### src/common/baf_pkg.sv
// baf_pkg: constants and types for the byte add/flag unit
// assumes: shared by the unit top, its adder core and their interface
package baf_pkg;
	localparam int BAF_WIDTH = 8;
	localparam int BAF_NIB = 4;
	// add opcodes
	localparam logic [7:0] BAF_OP_ADD_RR = 8'h02;
	localparam logic [7:0] BAF_OP_ADD_RIR = 8'h03;
	localparam logic [7:0] BAF_OP_ADD_GG = 8'h04;
	localparam logic [7:0] BAF_OP_ADD_GIG = 8'h05;
	localparam logic [7:0] BAF_OP_ADD_GIM = 8'h06;
	// add-with-carry opcodes
	localparam logic [7:0] BAF_OP_ADC_RR = 8'h12;
	localparam logic [7:0] BAF_OP_ADC_RIR = 8'h13;
	localparam logic [7:0] BAF_OP_ADC_GG = 8'h14;
	localparam logic [7:0] BAF_OP_ADC_GIG = 8'h15;
	localparam logic [7:0] BAF_OP_ADC_GIM = 8'h16;
	// lengths and cycle counts
	localparam logic [1:0] BAF_LEN_SHORT = 2'h2;
	localparam logic [1:0] BAF_LEN_LONG = 2'h3;
	localparam logic [2:0] BAF_CYC_SHORT = 3'h4;
	localparam logic [2:0] BAF_CYC_LONG = 3'h6;
	// flag vector positions
	localparam int BAF_F_CARRY = 5;
	localparam int BAF_F_ZERO = 4;
	localparam int BAF_F_NEG = 3;
	localparam int BAF_F_OVF = 2;
	localparam int BAF_F_SUB = 1;
	localparam int BAF_F_HALF = 0;
	localparam logic [5:0] BAF_FLAGS_RST = 6'h00;
	localparam logic [7:0] BAF_RESULT_RST = 8'h00;

	typedef enum logic [1:0] {
		BAF_IDLE = 2'b00,
		BAF_WAIT = 2'b01,
		BAF_DONE = 2'b10
	} baf_state_t;
endpackage

### src/common/baf_core_if.sv
// baf_core_if: operands in, sum and flags out of the adder core
// assumes: driven and read on the same clock as the unit top
`timescale 1ns/1ps
interface baf_core_if;
	import baf_pkg::*;
	logic [BAF_WIDTH-1:0] dst;
	logic [BAF_WIDTH-1:0] src;
	logic carry_in;
	logic [BAF_WIDTH-1:0] sum;
	logic [5:0] flags;
	modport unit (output dst, output src, output carry_in, input sum, input flags);
	modport core (input dst, input src, input carry_in, output sum, output flags);
endinterface

### src/rtl/baf_adder_core.sv
// baf_adder_core: combinational 8-bit adder with six flag outputs
// assumes: operands stable from the unit's registers
`timescale 1ns/1ps
module baf_adder_core
	import baf_pkg::*;
(
	baf_core_if.core cif // operands and results
);
	logic [BAF_NIB:0] low_sum;
	logic [BAF_WIDTH:0] full_sum;
	logic [BAF_WIDTH-1:0] res;

	always_comb begin
		low_sum = {1'b0, cif.dst[BAF_NIB-1:0]} + {1'b0, cif.src[BAF_NIB-1:0]}
			+ {{BAF_NIB{1'b0}}, cif.carry_in};
		full_sum = {1'b0, cif.dst} + {1'b0, cif.src}
			+ {{BAF_WIDTH{1'b0}}, cif.carry_in};
		res = full_sum[BAF_WIDTH-1:0];
		cif.sum = res;
		cif.flags[BAF_F_CARRY] = full_sum[BAF_WIDTH];
		cif.flags[BAF_F_ZERO] = (res == 8'h00);
		cif.flags[BAF_F_NEG] = res[BAF_WIDTH-1];
		cif.flags[BAF_F_OVF] = (cif.dst[BAF_WIDTH-1] == cif.src[BAF_WIDTH-1])
			&& (res[BAF_WIDTH-1] != cif.dst[BAF_WIDTH-1]);
		cif.flags[BAF_F_SUB] = 1'b0;
		cif.flags[BAF_F_HALF] = low_sum[BAF_NIB];
	end
endmodule

### src/rtl/baf_unit.sv
// baf_unit: byte add / add-with-carry execution unit with flag update
// assumes: decoder presents opcode and fetched operands with a one-cycle start;
// register file takes dst write-back and flags on the done pulse
`timescale 1ns/1ps
module baf_unit
	import baf_pkg::*;
#(
	parameter int WIDTH = BAF_WIDTH
)(
	input wire logic clock, // 200 MHz core clock
	input wire logic rst_b, // async reset, active low
	input wire logic start, // one-cycle instruction issue
	input wire logic [7:0] opcode, // instruction opcode
	input wire logic [WIDTH-1:0] dst_val, // destination operand
	input wire logic [WIDTH-1:0] src_val, // source operand (register, indirect or immediate)
	input wire logic carry_flag_in, // current carry flag
	output logic busy, // instruction in progress
	output logic wr_en, // one-cycle write-back strobe
	output logic [WIDTH-1:0] wr_data, // result for destination
	output logic [5:0] flags_out, // carry,zero,neg,ovf,sub,half
	output logic [1:0] instr_len, // byte length of accepted form
	output logic illegal // unsupported opcode issued while idle, one cycle
);
	// the flag logic is fixed to one byte, so refuse any other width at elaboration
	if (WIDTH != BAF_WIDTH) begin : g_width_check
		$error("baf_unit supports only an 8-bit datapath");
	end

	////////////////////////////////////////////////////////////////////////
	// opcode decode
	logic op_ok;
	logic op_carry;
	logic [1:0] op_len;
	logic [2:0] op_cyc;

	always_comb begin
		op_ok = 1'b1;
		op_len = BAF_LEN_LONG;
		op_cyc = BAF_CYC_LONG;
		// only the register-pair forms are four cycles; every other form takes six
		case (opcode)
			BAF_OP_ADD_RR: begin
				op_len = BAF_LEN_SHORT;
				op_cyc = BAF_CYC_SHORT;
			end
			BAF_OP_ADD_RIR: begin
				op_len = BAF_LEN_SHORT;
				op_cyc = BAF_CYC_LONG;
			end
			BAF_OP_ADD_GG: begin
				op_len = BAF_LEN_LONG;
				op_cyc = BAF_CYC_LONG;
			end
			BAF_OP_ADD_GIG: begin
				op_len = BAF_LEN_LONG;
				op_cyc = BAF_CYC_LONG;
			end
			BAF_OP_ADD_GIM: begin
				op_len = BAF_LEN_LONG;
				op_cyc = BAF_CYC_LONG;
			end
			// carry forms share the plain forms' lengths and cycle counts
			BAF_OP_ADC_RR: begin
				op_len = BAF_LEN_SHORT;
				op_cyc = BAF_CYC_SHORT;
			end
			BAF_OP_ADC_RIR: begin
				op_len = BAF_LEN_SHORT;
				op_cyc = BAF_CYC_LONG;
			end
			BAF_OP_ADC_GG: begin
				op_len = BAF_LEN_LONG;
				op_cyc = BAF_CYC_LONG;
			end
			BAF_OP_ADC_GIG: begin
				op_len = BAF_LEN_LONG;
				op_cyc = BAF_CYC_LONG;
			end
			BAF_OP_ADC_GIM: begin
				op_len = BAF_LEN_LONG;
				op_cyc = BAF_CYC_LONG;
			end
			default: begin
				op_ok = 1'b0;
			end
		endcase
		// carry forms differ from the plain forms only in bit four
		op_carry = opcode[4] && op_ok;
	end

	////////////////////////////////////////////////////////////////////////
	// operand capture and adder core
	baf_core_if cif ();
	baf_adder_core u_core (.cif(cif));

	logic [WIDTH-1:0] dst_q, dst_d;
	logic [WIDTH-1:0] src_q, src_d;
	logic cin_q, cin_d;

	assign cif.dst = dst_q;
	assign cif.src = src_q;
	assign cif.carry_in = cin_q;

	////////////////////////////////////////////////////////////////////////
	// sequencing: result held until the cycle count elapses, so write-back
	// lands at the documented instruction time
	baf_state_t state_q, state_d;
	logic [2:0] cnt_q, cnt_d;
	logic busy_d, wr_en_d, illegal_d;
	logic [WIDTH-1:0] wr_data_d;
	logic [5:0] flags_d;
	logic [1:0] len_d;

	logic take;

	// operands latch only on an accepted start, so a start refused while
	// busy cannot disturb the instruction in flight
	assign take = (state_q == BAF_IDLE) && start && op_ok;

	always_comb begin
		state_d = state_q;
		cnt_d = cnt_q;
		busy_d = busy;
		wr_en_d = 1'b0;
		len_d = instr_len;
		illegal_d = 1'b0;
		case (state_q)
			BAF_IDLE: begin
				if (take) begin
					// start cycle plus wait plus done cycle make op_cyc
					cnt_d = op_cyc - 3'h2;
					len_d = op_len;
					busy_d = 1'b1;
					state_d = BAF_WAIT;
				end else if (start) begin
					// an unknown code changes nothing but the pulse
					illegal_d = 1'b1;
				end
			end
			BAF_WAIT: begin
				cnt_d = cnt_q - 3'h1;
				if (cnt_q == 3'h1) begin
					state_d = BAF_DONE;
				end
			end
			BAF_DONE: begin
				wr_en_d = 1'b1;
				busy_d = 1'b0;
				state_d = BAF_IDLE;
			end
			default: begin
				state_d = BAF_IDLE;
			end
		endcase
	end

	always_ff @(posedge clock or negedge rst_b) begin
		if (!rst_b) begin
			state_q <= BAF_IDLE;
			cnt_q <= 3'h0;
			busy <= 1'b0;
			wr_en <= 1'b0;
			instr_len <= 2'h0;
			illegal <= 1'b0;
		end else begin
			state_q <= state_d;
			cnt_q <= cnt_d;
			busy <= busy_d;
			wr_en <= wr_en_d;
			instr_len <= len_d;
			illegal <= illegal_d;
		end
	end

	////////////////////////////////////////////////////////////////////////
	// operand and result registers
	always_comb begin
		dst_d = dst_q;
		src_d = src_q;
		cin_d = cin_q;
		wr_data_d = wr_data;
		flags_d = flags_out;
		if (take) begin
			dst_d = dst_val;
			src_d = src_val; // source only read, never written back
			cin_d = op_carry ? carry_flag_in : 1'b0;
		end
		// sum and flags leave together so the flag file never sees half an update
		if (state_q == BAF_DONE) begin
			wr_data_d = cif.sum;
			flags_d = cif.flags;
		end
	end

	always_ff @(posedge clock or negedge rst_b) begin
		if (!rst_b) begin
			dst_q <= BAF_RESULT_RST;
			src_q <= BAF_RESULT_RST;
			cin_q <= 1'b0;
			wr_data <= BAF_RESULT_RST;
			flags_out <= BAF_FLAGS_RST;
		end else begin
			dst_q <= dst_d;
			src_q <= src_d;
			cin_q <= cin_d;
			wr_data <= wr_data_d;
			flags_out <= flags_d;
		end
	end
endmodule

### config.mk
export PLATFORM = sky130hd
export DESIGN_NAME = baf_unit
export DESIGN_NICKNAME = d
export VERILOG_FILES = /design/src/common/baf_pkg.sv /design/src/common/baf_core_if.sv /design/src/rtl/baf_adder_core.sv /design/src/rtl/baf_unit.sv
export SDC_FILE = /design/constraint.sdc
export NUM_CORES = 1
export LEC_CHECK = 0
export ABC_AREA = 1
export BUFFER_PORTS_ARGS = -buffer_cell sky130_fd_sc_hd__buf_2
export CAP_MARGIN = 30
export CORE_ASPECT_RATIO = 1.4
export CORE_MARGIN = 10
export CORE_UTILIZATION = 40
export CTS_BUF_LIST = sky130_fd_sc_hd__clkbuf_4
export CTS_CLUSTER_SIZE = 14
export DETAILED_ROUTE_END_ITERATION = 8
export PLACE_DENSITY = 0.63
export RECOVER_POWER = 25
export SYNTH_ARGS = -nofsm -noshare
export SYNTH_HDL_FRONTEND = slang
export SYNTH_SLANG_ARGS = --single-unit
### constraint.sdc
create_clock -name clock -period 3.35 [get_ports clock]
set_clock_uncertainty 0.1 [all_clocks]
set_input_delay 0.67 -clock clock [delete_from_list [all_inputs] [get_ports clock]]
set_output_delay 0.67 -clock clock [all_outputs]
set_load 0.05 [all_outputs]
==> reports/results.tsv <==
stage	metric	value	unit
run_status	run status	finished with violations	
run_status	failing checks	max-capacitance violations, max-slew violations	
finish	fin cells	364	
global_route	antenna violations before repair	0	
placed_design	placed cell count	356	
sta	RSZ-0062 raised after global routing	no	
placed_design	gpl congestion	0.7962	
clock_network	clk_lat worst skew	340	ps
clock_network	Worst-path clk slew	110	ps
synth	FF+latch count, synth	39	
setup_path	worst-path maximum fanout	39	
synth	cell taking the most area after synthesis	dfrtp_1	
finish	Reg area	975.9	um2
synth	count of cell types in the netlist	29	
pwr	Leakage	0.001332	uW
setup_path	Setup Crit Path Kind	primary input to asynchronous set/reset pin	
synth	fraction of registers with async set or reset after synthesis	100.0	%
placed_design	number of port buffers	45	
synth	Top FF cell, synth	dfrtp_1	
die	Core Region	0.004917	mm2
synth	Area contributors post-synth	dfrtp_1 (48%), nand2_1 (19%), ha_1 (5.5%)	
finish	# diodes	0	
setup_path	Worst EP required	3310	ps
synth	syn avg cell area	8.091	um2
finish	most frequent cells in the layout	nand2_1 (101), buf_2 (44), dfrtp_1 (39)	
run	Max-Cap Viols	1	
die	die area	0.008420	mm2
finish	share of cells above drive strength 1	21.00	%
drt	DR iter-0 viols	55	
sta	final setup violation count	0	
die	Die H	104.6	um
setup_path	Worst EP arrival	2130	ps
finish	Syn-to-layout area delta	14.73	%
clock_network	clock root buffer master	clkbuf_4	
die	Cell Rows	30	
pwr	Peak VDD IR	249.4	uV
sta	worst hold margin	351.6	ps
sta	fin. max-slew vios	40	
finish	area of the multi-input gates	900.9	um2
setup_path	Slowest-stage cell, CP	clkbuf_1	
setup_path	worst path buffer plus inverter count	1	
synth	post-synth top area share	47.68	%
synth	synth warn	0	
clock_network	CTS tree	built	
die	I/O pin total	47	
clock_network	number of buffers created by CTS	5	
sta	fin crit share	64.91	%
synth	sequential area share after synthesis	47.68	%
drt	per-cell routed wire length	11.68	um
placed_design	hpwl dp	3.294	mm
sta	pin slew with the least headroom to its limit	2057	ps
die	Initial Utilization	41.63	%
sta	Tmin final	2175	ps
setup_path	cell family with most CP delay	buffers and inverters	
global_route	Total GRT Usage	10.94	%
global_route	first-pass GRT wire length	7.603	mm
clock_network	setup repair bufs after CTS	0	
setup_path	CP Launch Type	primary input	
sta	Fmax	459.9	MHz
synth	mapped cell area	0.002047	mm2
clock_network	CTS max path bufs	2	
drt	# DRC	0	
die	Chip Width	80.46	um
clock_network	Resized Gates After CTS	0	
setup_path	peak per-stage delay on the critical path	1450	ps
sta	Rel. slew slack	-37.15	%
global_route	GR Overflow Total	0	
clock_network	# clock sinks	39	
finish	Layout fillers	528	
synth	Post-synth EDFFs	0	
global_route	vias in the first global route	1685	
drt	wirelength, routed	4.252	mm
synth	Mapped Cells	253	
finish	most common cell after layout, fill and taps aside	nand2_1	
setup_path	critical path, cell by cell	clkbuf_1	
hold_path	worst hold path class	flip-flop to flip-flop	
finish	Nets	338	
sta	setup_tns	0	ps
clock_network	CTS H-tree depth	2	
pwr	power density over cell area	806.7	mW/mm2
global_route	largest net degree at the start of global routing	40	
setup_path	Worst Setup End Kind	asynchronous set/reset pin	
sta	Hold Violations, Final	0	
synth	Syn Nets	292	
drt	post-route ant nets	0	
drt	vias per cell	4.585	
drt	DRT Pass-1 Iters	4	
clock_network	hold_buf cts	0	
drt	DR vias	1669	
## power by group
group / internal (uW) / leakage (uW) / switching [uW] / total [uW]
Combinational: 294 / 0.000813 / 668 / 963
Sequential: 622 / 0.000489 / 76.8 / 699
Clock: 85.9 / 0.0000307 / 147 / 233
## per-layer routing
metal	wire, um	vias to the layer above	track usage, %	share of wire (%)
met5	0	-	0	0
met4	70	0	4.167	1.6
met3	323	6	3.945	7.6
met2	2048	40	18.13	48
met1	1810	746	12.28	43
li1	-	877	-	-
## metrics by stage
step	power (uW)	area [um2]	worst slack [ps]	util, %
2_1_floorplan	1468	2047	1409	-
3_3_place_gp	1677	2305	1319	46.87
3_5_place_dp	1690	2305	1259	46.87
4_1_cts	1930	2357	1217	47.94
5_1_grt	2082	2349	727.8	47.76
6_report	1895	2349	1175	47.76
## worst paths after layout
check / startpoint / to / slack, ps / depth (start not counted)
setup / recovery: rst_b / cif.src[5] / 1180 / 1
hold / removal: cnt_q[2] / state_q[1] / 350 / 1
setup reg to reg: cif.dst[0] / flags_out[4] / 1230 / 12
hold reg to reg: cnt_q[2] / state_q[1] / 350 / 1
max in group clock: cif.dst[0] / flags_out[4] / 1230 / 12
min in group asynchronous: rst_b / cif.carry_in / 800 / 1
## cells by family (layout without fill, tap and decap cells)
kind of cell,after synthesis,after routing,share of synthesized area (%)
flip-flops,39,39,47.68
buffers and inverters,36,83,7.946
adder cells (fa/ha/maj),11,11,7.457
other,1,1,0.1832
AO/OA/AOI/OAI,23,23,6.540
AND/OR/NAND/NOR,142,142,29.77
XOR/XNOR,1,1,0.4280
## registers in the layout (all words and copies together) (netlist names)
name	flops
cif.dst	8
cif.src	8
wr_data	7
flags_out	5
cnt_q	3
instr_len	2
state_q	2
busy	1
cif.carry_in	1
illegal	1
wr_en	1
## area by class of cell
type	count	share of cell area (%)
multi-input cells	178	38.36
inverters	30	4.901
well taps	64	3.410
clock buffers	6	1.918
repair buffers	45	9.537
clock inverters	2	0.3197
flip-flops and latches	39	41.56
## synth_stat cells (3+ instances only)
cell type  number
nor2_1         14
nor3_1          4
o21ai_0        11
nand3_1        12
inv_1          25
dfrtp_1        39
inv_2           4
ha_1            9
o21ai_2         3
nand2_1       101
a21oi_1         3
No activity file was read; power rests on OpenSTA's default activity.
